## config.mk

```make
export PLATFORM = sky130hd
export DESIGN_NAME = status_readback_bank
export DESIGN_NICKNAME = d
export VERILOG_FILES = /design/src/hdl/status_bank_pkg.sv /design/src/hdl/slew_capture.sv /design/src/hdl/status_readback_bank.sv
export VERILOG_INCLUDE_DIRS = /design/src /design/src/hdl
export SDC_FILE = /design/constraint.sdc
export NUM_CORES = 1
export LEC_CHECK = 0
export ABC_CLOCK_PERIOD_IN_PS = 3000
export BUFFER_PORTS_ARGS = -buffer_cell sky130_fd_sc_hd__buf_4
export CELL_PAD_IN_SITES_DETAIL_PLACEMENT = 0
export CELL_PAD_IN_SITES_GLOBAL_PLACEMENT = 1
export CORE_UTILIZATION = 38
export DETAILED_ROUTE_END_ITERATION = 8
export PLACE_DENSITY = 0.86
export SYNTH_ARGS = -nofsm -noshare
export SYNTH_HDL_FRONTEND = slang
export SYNTH_SLANG_ARGS = --single-unit
```

## constraint.sdc

```tcl
create_clock -name clk_in -period 3 [get_ports clk_in]
set_input_delay 0.9 -clock clk_in [delete_from_list [all_inputs] [get_ports clk_in]]
set_output_delay 0.9 -clock clk_in [all_outputs]
set_load 0.05 [all_outputs]
```

## src/hdl/status_bank_map.svh

```systemverilog
// register offsets, field positions and reset values of the status bank
// assumes: included by its bare name by the two bank modules
//
// Overview of operation
// - bridge 2 fall time is a read-only 6-bit code in bits 13:8, 53.3 ns per step.
// - bridge 2 rise time is a read-only 6-bit code in bits 5:0, 53.3 ns per step.
// - bridge 3 fall time is a read-only 6-bit code in bits 13:8, 53.3 ns per step.
// - bridge 3 rise time is a read-only 6-bit code in bits 5:0, 53.3 ns per step.
// - unused bits of every status register in the bank read as zero.
// - time registers clear on power-on or soft reset and keep their fields on restart.
// - bus lock reads 1 only after an error-free frame and 0 from one cycle after filtering stops.
// - the wake pattern flag is set by a detected pattern and cleared by a host read.
// - the wake frame flag is set by a matching frame and cleared by a host read.
// - the quiet bit is 1 once the bus stayed idle past the limit during partial wake.
// - the active bit needs no system error, valid config and mode bit 2 set.
// - partial wake starts on a transceiver mode change, never into mode 100.
// - wake status clears on power-on or soft reset and keeps bits 6 to 2 on restart.
// - 32 frame errors stop partial wake, set the system error and enable plain wake.
`ifndef STATUS_BANK_MAP_SVH
`define STATUS_BANK_MAP_SVH

// register indices; byte address is four times the index
`define HB2_SLEW_IDX      8'h58
`define HB3_SLEW_IDX      8'h59
`define WAKE_STAT_IDX     8'h60
`define WAKE_CTRL_IDX     8'h70
`define WAKE_ERR_IDX      8'h71

`define FALL_MSB          13
`define FALL_LSB          8
`define RISE_MSB          5
`define RISE_LSB          0
`define SYNC_BIT          6
`define PATTERN_BIT       5
`define FRAME_BIT         4
`define QUIET_BIT         3
`define ACTIVE_BIT        2

`define MODE_MSB          2
`define MODE_LSB          0
`define CFG_VALID_BIT     3
`define SYS_ERR_BIT       0
`define PLAIN_WAKE_BIT    1
`define ERR_CNT_MSB       13
`define ERR_CNT_LSB       8

`define STATUS_RESET      16'h0000
`define MODE_RESET        3'h0
`define MODE_NO_PARTIAL   3'h4
`define ERR_LIMIT         6'h20
`define SLEW_STEP_PS      53300

`endif

```

## src/hdl/status_bank_pkg.sv

```systemverilog
// types shared by the status bank modules
// assumes: compiled before the bank modules
`default_nettype none

package status_bank_pkg;

    typedef enum logic [1:0] {
        WAKE_IDLE   = 2'b01,
        WAKE_ACTIVE = 2'b10
    } wake_state_type;

    typedef logic [15:0] status_word_type;

endpackage : status_bank_pkg

`default_nettype wire

```

## src/hdl/slew_capture.sv

```systemverilog
// one half-bridge rise/fall time register
// assumes: codes and strobe come from the measurement logic on clk_in
`include "status_bank_map.svh"
`default_nettype none

module slew_capture
    import status_bank_pkg::*;
(
    input  wire logic       clk_in,
    input  wire logic       rst_n_in,
    input  wire logic       soft_reset_in,
    input  wire logic       capture_in,
    input  wire logic [5:0] rise_in,
    input  wire logic [5:0] fall_in,
    output status_word_type word_out
);

    logic [5:0] rise_q;
    logic [5:0] rise_d;
    logic [5:0] fall_q;
    logic [5:0] fall_d;

    always_comb begin
        rise_d = rise_q;
        fall_d = fall_q;
        if (soft_reset_in) begin
            rise_d = 6'h00;
            fall_d = 6'h00;
        end else if (capture_in) begin
            rise_d = rise_in;
            fall_d = fall_in;
        end
    end

    always_ff @(posedge clk_in or negedge rst_n_in) begin
        if (!rst_n_in) begin
            rise_q <= 6'h00;
            fall_q <= 6'h00;
        end else begin
            rise_q <= rise_d;
            fall_q <= fall_d;
        end
    end

    // reserved bits are constant zero, so restart has nothing to clear
    always_comb begin
        word_out = `STATUS_RESET;
        word_out[`FALL_MSB:`FALL_LSB] = fall_q;
        word_out[`RISE_MSB:`RISE_LSB] = rise_q;
    end

endmodule : slew_capture

`default_nettype wire

```

## src/hdl/status_readback_bank.sv

```systemverilog
// status readback bank: bridge slew times and partial-wake status
// assumes: event inputs are one-cycle pulses from logic on clk_in;
// sole AHB-Lite slave, so hready_in is its own hreadyout_out
`include "status_bank_map.svh"
`default_nettype none

module status_readback_bank
    import status_bank_pkg::*;
#(
    parameter int QUIET_LIMIT_CYCLES = 50000
)(
    input  wire logic        clk_in,
    input  wire logic        rst_n_in,
    input  wire logic        soft_reset_in,
    input  wire logic        restart_in,
    input  wire logic        capture_b2_in,
    input  wire logic [5:0]  rise_time_b2_in,
    input  wire logic [5:0]  fall_time_b2_in,
    input  wire logic        capture_b3_in,
    input  wire logic [5:0]  rise_time_b3_in,
    input  wire logic [5:0]  fall_time_b3_in,
    input  wire logic        wake_pattern_in,
    input  wire logic        wake_frame_in,
    input  wire logic        frame_ok_in,
    input  wire logic        frame_error_in,
    input  wire logic        bus_idle_in,
    input  wire logic        hsel_in,
    input  wire logic [31:0] haddr_in,
    input  wire logic [1:0]  htrans_in,
    input  wire logic        hwrite_in,
    input  wire logic [2:0]  hsize_in,
    input  wire logic [31:0] hwdata_in,
    input  wire logic        hready_in,
    output logic [31:0]      hrdata_out,
    output logic             hreadyout_out,
    output logic             hresp_out,
    output logic             partial_wake_active_out,
    output logic             plain_wake_enable_out,
    output logic             wake_request_out
);

    localparam int QW = $clog2(QUIET_LIMIT_CYCLES + 1);
    localparam logic [QW-1:0] QUIET_LIMIT = QW'(QUIET_LIMIT_CYCLES);

    // true when a byte address selects the given register index
    function automatic logic hits(input logic [31:0] addr,
                                  input logic [7:0]  idx);
        hits = (addr[31:10] == 22'h00_0000) && (addr[9:2] == idx);
    endfunction : hits

    ////////////////////////////////////////////////////////////////////////
    // slew time registers

    status_word_type slew_word [2];

    slew_capture u_slew_b2 (
        .clk_in        (clk_in),
        .rst_n_in      (rst_n_in),
        .soft_reset_in (soft_reset_in),
        .capture_in    (capture_b2_in),
        .rise_in       (rise_time_b2_in),
        .fall_in       (fall_time_b2_in),
        .word_out      (slew_word[0])
    );

    slew_capture u_slew_b3 (
        .clk_in        (clk_in),
        .rst_n_in      (rst_n_in),
        .soft_reset_in (soft_reset_in),
        .capture_in    (capture_b3_in),
        .rise_in       (rise_time_b3_in),
        .fall_in       (fall_time_b3_in),
        .word_out      (slew_word[1])
    );

    ////////////////////////////////////////////////////////////////////////
    // bus address phase

    logic addr_ok;
    logic rd_go;
    logic wr_go;
    logic stat_read;

    assign addr_ok   = hsel_in && htrans_in[1] && hready_in;
    assign rd_go     = addr_ok && !hwrite_in;
    assign wr_go     = addr_ok && hwrite_in;
    assign stat_read = rd_go && hits(haddr_in, `WAKE_STAT_IDX);

    assign hreadyout_out = 1'b1;
    assign hresp_out     = 1'b0;

    logic       wr_pend_q;
    logic       wr_pend_d;
    logic [7:0] wr_idx_q;
    logic [7:0] wr_idx_d;
    logic       ctrl_wr;
    logic       err_wr;

    always_comb begin
        wr_pend_d = wr_go;
        wr_idx_d  = wr_go ? haddr_in[9:2] : wr_idx_q;
        if (wr_go && haddr_in[31:10] != 22'h00_0000) begin
            wr_pend_d = 1'b0;
        end
    end

    always_ff @(posedge clk_in or negedge rst_n_in) begin
        if (!rst_n_in) begin
            wr_pend_q <= 1'b0;
            wr_idx_q  <= 8'h00;
        end else begin
            wr_pend_q <= wr_pend_d;
            wr_idx_q  <= wr_idx_d;
        end
    end

    // only the control and error registers have a write path; status registers have none
    assign ctrl_wr = wr_pend_q && (wr_idx_q == `WAKE_CTRL_IDX);
    assign err_wr  = wr_pend_q && (wr_idx_q == `WAKE_ERR_IDX);

    ////////////////////////////////////////////////////////////////////////
    // control register: transceiver mode and config valid

    logic [2:0] mode_q;
    logic [2:0] mode_d;
    logic       cfg_valid_q;
    logic       cfg_valid_d;
    logic       mode_change;

    always_comb begin
        mode_d      = mode_q;
        cfg_valid_d = cfg_valid_q;
        if (soft_reset_in) begin
            mode_d      = `MODE_RESET;
            cfg_valid_d = 1'b0;
        end else if (ctrl_wr) begin
            mode_d      = hwdata_in[`MODE_MSB:`MODE_LSB];
            cfg_valid_d = hwdata_in[`CFG_VALID_BIT];
        end
    end

    assign mode_change = ctrl_wr && !soft_reset_in
                      && (hwdata_in[`MODE_MSB:`MODE_LSB] != mode_q);

    always_ff @(posedge clk_in or negedge rst_n_in) begin
        if (!rst_n_in) begin
            mode_q      <= `MODE_RESET;
            cfg_valid_q <= 1'b0;
        end else begin
            mode_q      <= mode_d;
            cfg_valid_q <= cfg_valid_d;
        end
    end

    ////////////////////////////////////////////////////////////////////////
    // partial wake state, frame error counter and system error

    wake_state_type state_q;
    wake_state_type state_d;
    logic [5:0]     err_cnt_q;
    logic [5:0]     err_cnt_d;
    logic           sys_err_q;
    logic           sys_err_d;
    logic           plain_wake_q;
    logic           plain_wake_d;
    logic           active;
    logic           start_ok;
    logic           overflow;

    assign active   = (state_q == WAKE_ACTIVE);
    assign overflow = (err_cnt_d == `ERR_LIMIT);
    assign start_ok = mode_change && !sys_err_q && cfg_valid_d
                   && mode_d[2]
                   && (mode_d != `MODE_NO_PARTIAL);

    always_comb begin
        err_cnt_d = err_cnt_q;
        if (active && frame_error_in && err_cnt_q != `ERR_LIMIT) begin
            err_cnt_d = err_cnt_q + 6'h01;
        end else if (active && frame_ok_in && err_cnt_q != 6'h00) begin
            err_cnt_d = err_cnt_q - 6'h01;
        end
        if (soft_reset_in) begin
            err_cnt_d = 6'h00;
        end
    end

    always_comb begin
        state_d      = state_q;
        sys_err_d    = sys_err_q;
        plain_wake_d = plain_wake_q;
        // software may clear the error by writing one; overflow wins
        if (err_wr && hwdata_in[`SYS_ERR_BIT]) begin
            sys_err_d = 1'b0;
        end
        if (err_wr && hwdata_in[`PLAIN_WAKE_BIT]) begin
            plain_wake_d = 1'b0;
        end
        unique case (state_q)
            WAKE_IDLE: begin
                if (start_ok) begin
                    state_d = WAKE_ACTIVE;
                end
            end
            WAKE_ACTIVE: begin
                if (overflow) begin
                    state_d      = WAKE_IDLE;
                    sys_err_d    = 1'b1;
                    plain_wake_d = 1'b1;
                end else if (!cfg_valid_q || !mode_q[2]) begin
                    state_d = WAKE_IDLE;
                end
            end
            default: state_d = WAKE_IDLE;
        endcase
        if (soft_reset_in) begin
            state_d      = WAKE_IDLE;
            sys_err_d    = 1'b0;
            plain_wake_d = 1'b0;
        end
    end

    // restart leaves all of this state alone
    always_ff @(posedge clk_in or negedge rst_n_in) begin
        if (!rst_n_in) begin
            state_q      <= WAKE_IDLE;
            err_cnt_q    <= 6'h00;
            sys_err_q    <= 1'b0;
            plain_wake_q <= 1'b0;
        end else begin
            state_q      <= state_d;
            err_cnt_q    <= err_cnt_d;
            sys_err_q    <= sys_err_d;
            plain_wake_q <= plain_wake_d;
        end
    end

    ////////////////////////////////////////////////////////////////////////
    // wake status flags and bus silence timer

    logic          sync_q;
    logic          sync_d;
    logic          pattern_q;
    logic          pattern_d;
    logic          frame_q;
    logic          frame_d;
    logic          quiet_q;
    logic          quiet_d;
    logic [QW-1:0] quiet_cnt_q;
    logic [QW-1:0] quiet_cnt_d;

    always_comb begin
        sync_d      = sync_q;
        pattern_d   = pattern_q;
        frame_d     = frame_q;
        quiet_cnt_d = quiet_cnt_q;
        if (!active) begin
            sync_d = 1'b0;
        end else if (frame_ok_in) begin
            sync_d = 1'b1;
        end
        // clear first, then set: a same-cycle event survives the read
        if (stat_read) begin
            pattern_d = 1'b0;
            frame_d   = 1'b0;
        end
        if (wake_pattern_in) begin
            pattern_d = 1'b1;
        end
        if (wake_frame_in && active) begin
            frame_d = 1'b1;
        end
        if (!active || !bus_idle_in) begin
            quiet_cnt_d = '0;
        end else if (quiet_cnt_q != QUIET_LIMIT) begin
            quiet_cnt_d = quiet_cnt_q + QW'(1);
        end
        quiet_d = active && (quiet_cnt_d == QUIET_LIMIT);
        if (soft_reset_in) begin
            sync_d      = 1'b0;
            pattern_d   = 1'b0;
            frame_d     = 1'b0;
            quiet_d     = 1'b0;
            quiet_cnt_d = '0;
        end
    end

    always_ff @(posedge clk_in or negedge rst_n_in) begin
        if (!rst_n_in) begin
            sync_q      <= 1'b0;
            pattern_q   <= 1'b0;
            frame_q     <= 1'b0;
            quiet_q     <= 1'b0;
            quiet_cnt_q <= '0;
        end else begin
            sync_q      <= sync_d;
            pattern_q   <= pattern_d;
            frame_q     <= frame_d;
            quiet_q     <= quiet_d;
            quiet_cnt_q <= quiet_cnt_d;
        end
    end

    ////////////////////////////////////////////////////////////////////////
    // read data: sampled in the address phase, before the flags clear

    status_word_type wake_word;
    logic [31:0]     hrdata_q;
    logic [31:0]     hrdata_d;
    logic            restart_unused;

    // reserved bits are constant zero, so restart has nothing to clear
    assign restart_unused = restart_in;

    always_comb begin
        wake_word = `STATUS_RESET;
        wake_word[`SYNC_BIT]    = sync_q;
        wake_word[`PATTERN_BIT] = pattern_q;
        wake_word[`FRAME_BIT]   = frame_q;
        wake_word[`QUIET_BIT]   = quiet_q;
        wake_word[`ACTIVE_BIT]  = active;
    end

    always_comb begin
        hrdata_d = hrdata_q;
        if (rd_go) begin
            hrdata_d = 32'h0000_0000;
            if (hits(haddr_in, `HB2_SLEW_IDX)) begin
                hrdata_d[15:0] = slew_word[0];
            end else if (hits(haddr_in, `HB3_SLEW_IDX)) begin
                hrdata_d[15:0] = slew_word[1];
            end else if (hits(haddr_in, `WAKE_STAT_IDX)) begin
                hrdata_d[15:0] = wake_word;
            end else if (hits(haddr_in, `WAKE_CTRL_IDX)) begin
                hrdata_d[`MODE_MSB:`MODE_LSB] = mode_q;
                hrdata_d[`CFG_VALID_BIT]      = cfg_valid_q;
            end else if (hits(haddr_in, `WAKE_ERR_IDX)) begin
                hrdata_d[`SYS_ERR_BIT]              = sys_err_q;
                hrdata_d[`PLAIN_WAKE_BIT]           = plain_wake_q;
                hrdata_d[`ERR_CNT_MSB:`ERR_CNT_LSB] = err_cnt_q;
            end
        end
    end

    always_ff @(posedge clk_in or negedge rst_n_in) begin
        if (!rst_n_in) begin
            hrdata_q <= 32'h0000_0000;
        end else begin
            hrdata_q <= hrdata_d;
        end
    end

    assign hrdata_out              = hrdata_q;
    assign partial_wake_active_out = active;
    assign plain_wake_enable_out   = plain_wake_q;
    // pattern wakes only once plain wake is enabled after an overflow
    assign wake_request_out = (plain_wake_q && pattern_q)
                           || frame_q;

endmodule : status_readback_bank

`default_nettype wire

```

# After elaboration in Yosys (flattened, before gate mapping)
# Cells that the tools add are included.
# totals
register_bits,83
input_bits,107
output_inout_bits,37
wordCells,136
# classes
addsub,3
eq_ne,18
n_mux,51
n_reduce_logical,46
# op_table
cell,n
two-way mux 6 bit,14
"equality test 8 x 7 -> 1 bit, second input constant",7
two-way mux 16 bit,3
logical AND 1 bit,28
two-way mux 14 bit,2
logical NOT 22 bit,1
nonzero test 22 bit,1
two-way mux 1 bit,20
"adder 16 x 1 -> 16 bit, second input constant",1
"equality test 16 bit, second input constant",1
"inequality test 16 bit, second input constant",1
two-way mux 2 bit,7
two-way mux 3 bit,3
"inequality test 3 bit, second input constant",3
logical NOT 1 bit,7
"adder 6 x 1 -> 6 bit, second input constant",1
"equality test 6 bit, second input constant",1
"inequality test 6 bit, second input constant",1
nonzero test 3 bit,2
nonzero test 6 bit,1
"subtractor 6 x 1 -> 6 bit, second input constant",1
two-way mux 4 bit,1
"inequality test 4 x 2 -> 1 bit, second input constant",1
case mux 2 bit (2 select lines),1
6 further kinds,9

# Depth between registers and ports, before layout
# Gate-level depths: netlist (run 1).
# logic_depth
depth_word,11
depth_mapped,8
ltp_nobuf,8

# Cells and area by module
# A second synthesis (run 1) with hierarchy kept.
# unflattened
hier_cells,493
area_unflattened_um2,4752.1
# modules_own_cells
mod,n_inst,cells_each,area_each_um2,seq_area_each_um2
status_readback_bank,1,407,3723.6,1477.7
slew_capture,2,43,514.2,300.3

# Worst setup path before layout (run 1)
# Ideal clock, no wire load.
# synth_path
kind,input port to flip-flop
startpoint,in frame_error_in
endpoint,reg state_q[1]
setup_ns,0.122
arrival_ns,2.296
t_required_ns,2.878
setup_slack_ns,0.583
cell_stages,7
path_buffers,1
cell_sequence,buf_2 nand4_1 or3_1 o22a_1 a22oi_1 nand4_1 a32o_1
# synth_between
elab_chain_cells,8
word_cells_on_any_way,10
cone_classes,eq/ne (2); mux (5); reduce/logical (3)
# synth_rtl
element,line,text
start: declaration,status_readback_bank.sv:25,"input wire logic frame_error_in,"
logical AND 1 bit (*),status_readback_bank.sv:178,if (active && frame_error_in && err_cnt_q != `ERR_LIMIT) begin
logical AND 1 bit (no line) (*),-,
two-way mux 6 bit (*),status_readback_bank.sv:178,
two-way mux 6 bit (*),status_readback_bank.sv:183,if (soft_reset_in) begin
equality test 6 bit (no line) (*),-,
two-way mux 2 bit,status_readback_bank.sv:206,if (overflow) begin
case mux 2 bit (2 select lines),status_readback_bank.sv:199,unique case (state_q)
two-way mux 2 bit,status_readback_bank.sv:216,if (soft_reset_in) begin
end signal: assignment,status_readback_bank.sv:231,state_q <= state_d;
end: declaration,status_readback_bank.sv:158,wake_state_type state_q;
# Mark *: on every way between the ends. The rest lies on a longest branch, timed or not.
# A chain may end at the register's enable or synchronous reset.

# Worst setup path in the final report (run 1)
# layout_path
startpoint,reg err_cnt_q[0]
endpoint,reg state_q[1]
# layout_between
elab_chain_cells,9
word_cells_on_any_way,15
cone_classes,add/sub (2); eq/ne (3); mux (6); reduce/logical (4)
# layout_rtl
element,line,text
start: declaration,status_readback_bank.sv:160,logic [5:0] err_cnt_q;
start signal: assignment,status_readback_bank.sv:232,err_cnt_q <= err_cnt_d;
branches (longest 3 deep; another with subtractor 6 x 1 -> 6 bit),-,
two-way mux 6 bit (*),status_readback_bank.sv:178,
two-way mux 6 bit (*),status_readback_bank.sv:183,
equality test 6 bit (no line) (*),-,
two-way mux 2 bit,status_readback_bank.sv:206,
case mux 2 bit (2 select lines),status_readback_bank.sv:199,
two-way mux 2 bit,status_readback_bank.sv:216,
# Every way passes the cells marked *.

==> results of run 1 <==
==> registers in the layout, summed over array words and instances, names as in the netlist, 6 cells and up <==
signal	count
u_slew_b3.fall_q	6
u_slew_b2.fall_q	6
err_cnt_q	6
quiet_cnt_q	16
wr_idx_q	8
u_slew_b2.rise_q	6
hrdata_out	13
u_slew_b3.rise_q	6
==> per-stage QoR <==
stage / util (%) / power [mW] / worst slack [ns]
2_1_floorplan: - / 1.37 / 0.583
3_3_place_gp: 45.0 / 1.48 / 0.310
3_5_place_dp: 45.0 / 1.49 / 0.275
4_1_cts: 47.7 / 2.62 / 0.318
5_1_grt: 47.7 / 2.69 / 0.0613
6_report: 47.7 / 2.59 / 0.322
==> worst reg2reg max path: cells and delay by family, from the launching register on <==
family,cells,cell delay [ns]
AOI/OAI and AO/OA,4,0.96
and+or+nand+nor,2,0.74
DFF,1,0.45
adders and majority gates,1,0.22
buffers and inverters,1,0.18
==> per-layer routing <==
metal	part of all wire [%]	GRT usage [%]
met1	45	22.9
met2	50	31.2
met3	4.4	6.20
met4	0.50	3.56
met5	0	0
==> cells by family after synthesis <==
| logic type | after synthesis |
|---|---|
| AO/OA/AOI/OAI | 68 |
| XOR/XNOR | 19 |
| adder cells (fa/ha/maj) | 5 |
| buffers and inverters | 54 |
| flip-flops | 80 |
| multiplexers | 47 |
| other | 2 |
| AND/OR/NAND/NOR | 181 |
==> final timing paths <==
| kind | end |
|---|---|
| worst min-delay path | hrdata_out[9] |
| min in group asynchronous | err_cnt_q[0] |
| worst max register to register | state_q[1] |
| worst max-delay path | state_q[1] |
| max in group asynchronous | quiet_cnt_q[2] |
| worst min register to register | hrdata_out[9] |
==> final cells by class <==
cell class | instances | share of cell area, %
multi-input cells | 341 | 41.1
flip-flops and latches | 80 | 36.6
repair buffers | 90 | 12.4
clock buffers | 10 | 4.37
well taps | 143 | 3.27
clock inverters | 6 | 1.24
inverters | 15 | 1.03
==> Yosys cell counts (all sizes together) (3+ instances only) <==
cell	count	share of area [%]
a21oi	10	1.1
a22oi	3	0.50
a2bb2oi	6	1.2
a31oi	3	0.42
a32oi	3	0.59
and3	3	0.42
buf	31	4.6
clkbuf	8	0.67
dfrtp	79	44
ha	5	1.4
inv	15	1.3
mux2	8	2.0
mux2i	39	8.7
nand2	26	2.2
nand2b	7	0.98
nand3	9	1.0
nand4	9	1.4
nand4b	10	2.1
nor2	73	6.1
nor2b	6	0.84
nor3	12	1.5
nor4	11	2.0
nor4b	3	0.87
o21ai	16	1.8
o22a	7	1.4
o31ai	3	0.50
xnor2	13	2.5
xor2	6	1.2
==> layout by cell type (no fill, tap or decap), types with 10 or more instances in the layout <==
cell type,n
a21oi_1,10
buf_4,90
conb_1,21
dfrtp_1,79
inv_1,15
mux2i_1,39
nand2_1,26
nor2_1,73
nor3_1,11
o21ai_0,16
xnor2_1,13
==> power groups by stage <==
stage / clock, mW / sequential (mW) / combinational (mW)
finish: 1.12 / 1.16 / 0.311
CTS: 1.15 / 1.16 / 0.314
global route: 1.19 / 1.16 / 0.337
floorplan: 0 / 1.19 / 0.186
global placement: 0 / 1.18 / 0.307
detailed placement: 0 / 1.18 / 0.314
==> summary.md, run 1 <==
| Metric | Value |
|---|---|
| Ys Warns | 0 |
| Synth Area in Simple Gates | a little over a fifth |
| Root Buffer | clkbuf_16 |
| Iter 0 DRT Violations | 232 |
| WP data arrival | ~2.9 ns |
| Critical path depth in cells | 8 |
| FF+latch count, synth | 80 |
| Vias in the first global route | 3672 |
| Clock group share of total power | 43.3% |
| Cell Int Power | ~1.9 mW |
| Worst slew pin tran | a little over 1 ns |
| Synthesized instance count | 456 |
| Leak | 2.49 nW |
| FF-to-FF Start | err_cnt_q[0] |
| Min cycle time layout | 2.68 ns |
| Area after DPL | 0.00516 mm2 |
| Core Area | 0.0115 mm2 |
| Pwr dens | 473 mW/mm2 |
| Skew final | 0.00825 ns |
| Multi-input logic area | 0.00225 mm2 |
| Setup crit end kind | register |
| Die Area | about 0.012 mm2 |
| Hold Slack | 0.488 ns |
| Worst Path Buf+Inv | 1 |
| Layout cell share with drive strength beyond 1 | between 20% and 30% |
| DP Cell Count | 669 |
| Clock sink count | 80 |
| Crit-path slowest cell | or4b_4 |
| Synth-to-Final Area Change | 22.3% |
| Period utilisation layout | 89.3% |
| Max frequency | 373 MHz |
| Max_cap viols | 0 |
| RSZ-0062 raised after global routing | false |
| HP Class | reg -> reg |
| HPWL Detailed | 7910 um |
| Worst-Skew Late Latency | ~0.34 ns |
| Buffer depth of the longest clock path | 2 |
| PortBufs | 87 |
| Critical path fanouts, max | 6 |
| Peak VDD IR | 0.310 mV |
| Vias post-DR | about 3600 |
| Num CTS Buffers | 9 |
| Endpoints failing hold | 0 |
| Synth Area in Compound Gates | 11.0% |
| Syn avg cell area | 9.81 um2 |
| Antenna-violating nets left | 0 |
| Sequential power share | 44.7% |
| WL final | 10600 um |
| Max_slew headroom | a little under a third |
| Grt ovf | 0 |
| Synth Area in XOR/XNOR | 3.72% |
| Setup CP Type | reg -> reg |
| Vias per cell | 5.24 |
| CTS tree | done |
| NetSw | 0.663 mW |
| Row Count | 39 |
| First-pass GRT wire length | 17900 um |
| Primary FF master, synth | dfrtp_1 |
| Post-CTS Setup Inserts | 0 |
| Routability cong. | 0.869 |
| Final Cell Area | 0.00547 mm2 |
| Req. time, crit path | between 3 and 4 ns |
| Post-synth EDFFs | 0 |
| FF-to-FF path depth | 8 |
| Fillers | around 1100 |
| Largest family of logic cells by synthesized area | simple AND/OR/NAND/NOR gates |
| Drt first pass iters | 5 |
| Cts hold-fix bufs | 0 |
| CTS clk-pin slew, worst paths | 0.06 ns |
| Sequence of cells on the critical path | inv_1, ha_1, or4b_4, a21oi_1, o21ai_0, a22oi_1, nand4_1, a32o_1 |
| Switching Share | 25.6% |
| Final setup TNS | 0 ns |
| Wirelength per Cell | roughly 16 um |
| GRT Overall Usage | 18.4% |
| Post-layout instance count excluding filler cells | 685 |
| Worst Setup Start Kind | register |
| Ant diodes | 0 |
| I/O pin count | 144 |
| Resized Gates After CTS | 0 |
| Setup Viol. Count Final | 0 |
| Status | finished, final reports clean |
| Post-synthesis adder-cell area fraction | under 10% |
| H-tree depth | 3 |
| Initial antenna violation count | 0 |
| Worst Hold Launch | hrdata_out[9] |
| Post-synthesis async set-or-reset flop share | 100% |
| R2R Setup Slk | ~0.32 ns |
| Largest net degree at the start of global routing | 81 |
| Max Transition Viols Final | 0 |
| Combinational power share | 12.0% |
| Crit path max-delay family | compound AO/OA/AOI/OAI gates |
| Die Ht | 110 um |
| Post-Syn Area | 0.00447 mm2 |
| Seq/Total Area, Yosys | 44.8% |
| Register Area | 0.00200 mm2 |
| Slowest stage delay, CP | 0.50 ns |
| Initial Util | 39.0% |
| Worst setup startpoint | err_cnt_q[0] |
| Net count, final | 649 |
| Residual DRC count | 0 |
| Post-synthesis mux area share | a little over a tenth |
| Netlist cell types | 60 |
| Die W | around 110 um |
| Hold path cells | 2 |
No activity file was read; power rests on OpenSTA's default activity.
==> run 2, diff against run 1 <==
--- a/config.mk
+++ b/config.mk
@@ -10,6 +10,7 @@
 export BUFFER_PORTS_ARGS = -buffer_cell sky130_fd_sc_hd__buf_4
 export CELL_PAD_IN_SITES_DETAIL_PLACEMENT = 0
 export CELL_PAD_IN_SITES_GLOBAL_PLACEMENT = 1
+export CORE_MARGIN = 5
 export CORE_UTILIZATION = 38
 export DETAILED_ROUTE_END_ITERATION = 8
 export PLACE_DENSITY = 0.86
==> run 2 against run 1 <==
Flip-flop and latch count unchanged. Clock-buffer cell count down 1. Clock skew is 0.0017 ns lower. Setup slack better by 0.031 ns. Routed wire length up 6.0%. First-iteration DRC count grew 26%. Final cell count increased by 0.15%. Final area did not move. Hold slack worse by 0.0078 ns. Critical path type unchanged. Highest routed layer unchanged.
==> summary.md, run 2 (synthesized netlist as in run 1, its figures left out) <==
| Metric | Value |
|---|---|
| Clock sink count | 80 (unchanged) |
| Setup crit end kind | register |
| Max FFs per register | 16 (unchanged) |
| Slowest stage delay, CP | 0.45 ns (-0.05 ns) |
| Layout cell share with drive strength beyond 1 | 23.8% (+0.14 points) |
| Max frequency | 378 MHz (+1.2%) |
| Synth-to-Final Area Change | 22.3% (unchanged) |
| Routability cong. | 0.868 (-0.18%) |
| Final Cell Area | 0.00547 mm2 (unchanged) |
| Wirelength per Cell | 16.4 um (+5.9%) |
| Combinational power share | 12.5% (+0.5 points) |
| Peak VDD IR | 0.324 mV (+4.7%) |
| Row Count | 39 (unchanged) |
| Sequential power share | 45.8% (+1.1 points) |
| Vias post-DR | 3643 (+1.4%) |
| Resized Gates After CTS | 0 (unchanged) |
| Worst Setup Start Kind | register |
| Die W | 118 um (+7.2%) |
| Sequence of cells on the critical path | inv_1, ha_1, nor4b_2, mux2i_1, a41oi_1, xnor2_1, nand4_1, a32o_1 |
| Core Area | 0.0115 mm2 (unchanged) |
| Switching Share | 27.5% (+1.9 points) |
| NetSw | 0.696 mW (+5.0%) |
| Iter 0 DRT Violations | 292 (+26%) |
| Leak | 2.49 nW (about the same) |
| Die Area | 0.0140 mm2 (+15%) |
| Cell Int Power | 1.83 mW (-4.8%) |
| Period utilisation layout | 88.2% (-1.0 points) |
| Setup CP Type | reg -> reg |
| Num CTS Buffers | 9 (unchanged) |
| Status | finished, final reports clean |
| Post-CTS Setup Inserts | 0 (unchanged) |
| Initial Util | 39.0% (unchanged) |
| Most common cell after layout, fill and taps aside | buf_4 |
| PortBufs | 87 (unchanged) |
| I/O pin count | 144 (unchanged) |
| HPWL Detailed | 8480 um (+7.3%) |
| Max_slew headroom | 50.2% (+19 points) |
| CTS clk-pin slew, worst paths | 0.07 ns (about the same) |
| Pwr dens | 463 mW/mm2 (-2.3%) |
| Drt first pass iters | 4 (-1) |
| WL final | 11300 um (+6.0%) |
| Req. time, crit path | 3.23 ns (about the same) |
| Area after DPL | 0.00518 mm2 (+0.39%) |
| RSZ-0062 raised after global routing | false |
| Grt ovf | 0 (unchanged) |
| Largest net degree at the start of global routing | 46 (-43%) |
| Vias per cell | 5.31 (+1.3%) |
| Buffer depth of the longest clock path | 2 (unchanged) |
| GRT Overall Usage | 16.3% (-2.2 points) |
| HP Class | reg -> reg |
| Net count, final | 650 (+0.15%) |
| Setup Viol. Count Final | 0 (unchanged) |
| Crit-path slowest cell | dfrtp_1 |
| First-pass GRT wire length | 18600 um (+3.9%) |
| Ant diodes | 0 (unchanged) |
| Largest Register | quiet_cnt_q |
| DP Cell Count | 670 (+0.15%) |
| Worst slew pin tran | 0.741 ns (-0.293 ns) |
| Endpoints failing hold | 0 (unchanged) |
| Max Transition Viols Final | 0 (unchanged) |
| Cts hold-fix bufs | 0 (unchanged) |
| Critical path fanouts, max | 6 (unchanged) |
| WP data arrival | 2.88 ns (-0.03 ns) |
| Initial antenna violation count | 0 (unchanged) |
| Vias in the first global route | 3745 (+2.0%) |
| H-tree depth | 3 (unchanged) |
| Min cycle time layout | 2.65 ns (-0.0311 ns) |
| Antenna-violating nets left | 0 (unchanged) |
| Skew final | 0.00656 ns (-0.00169 ns) |
| Residual DRC count | 0 (unchanged) |
| Clock group share of total power | 41.7% (-1.6 points) |
| Max_cap viols | 0 (unchanged) |
| Worst-Skew Late Latency | 0.34 ns (about the same) |
| Root Buffer | clkbuf_16 |
| Final setup TNS | 0 ns (unchanged) |
| Die Ht | 118 um (+7.2%) |
| Post-layout instance count excluding filler cells | 686 (+0.15%) |
| Fillers | 1085 (-0.82%) |
| Pwr Total | 2.53 mW (-2.3%) |
| Most frequent cells in the layout | 90 x buf_4, 79 x dfrtp_1, 73 x nor2_1 |
| CTS tree | done |
[run 2: worst paths after layout]
path	startpoint	to	slack, ns	cells past startpoint
min in group asynchronous	rst_n_in	err_cnt_q[0]	0.51	1
min	hrdata_out[9]	hrdata_out[9]	0.48	2
min reg2reg	hrdata_out[9]	hrdata_out[9]	0.48	2
max in group asynchronous	rst_n_in	mode_q[1]	1.86	2
max	err_cnt_q[0]	state_q[1]	0.35	8
max reg2reg	err_cnt_q[0]	state_q[1]	0.35	8
[run 2: through the flow]
step	utilization (%)	setup slack (ns)	hold WS, ns
finish	47.7	0.353	0.481
detailed placement	45.2	0.162	0.473
global route	47.7	0.137	0.503
CTS	47.7	0.343	0.488
global placement	45.2	0.196	0.464
floorplan	-	0.583	0.459
[run 2: routing by layer]
layer,up-vias,GRT usage [%],wire length [um]
met3,11,3.92,593
met5,-,0,0
met4,0,4.54,144
li1,1754,-,-
met1,1783,20.2,4860
met2,95,28.2,5670
[run 2: power groups by stage]
stage	registers [mW]	clock network, mW	logic (mW)
after global routing	1.16	1.13	0.345
after global placement	1.17	0	0.312
after detailed placement	1.18	0	0.319
after CTS	1.16	1.08	0.320
final	1.16	1.06	0.317
after floorplan	1.19	0	0.186
[run 2: cell type report]
type / count / area, um2 / area share [%]
Clock buffer: 9 / 225 / 4.12
Timing Repair Buffer: 91 / 696 / 12.7
Inverter: 15 / 56.3 / 1.03
Tap cell: 143 / 179 / 3.27
Multi-Input combinational cell: 341 / 2250 / 41.1
Clock inverter: 7 / 61.3 / 1.12
Sequential cell: 80 / 2000 / 36.6
[run 2: critical path: cells and delay by family, from the launching register on]
kind                     cells  cell delay (ns)
AO/OA/AOI/OAI                2             0.46
multiplexers                 1             0.37
XOR/XNOR                     1             0.21
adder cells (fa/ha/maj)      1             0.23
AND/OR/NAND/NOR              2             0.63
buffers and inverters        1             0.18
flip-flops                   1             0.45
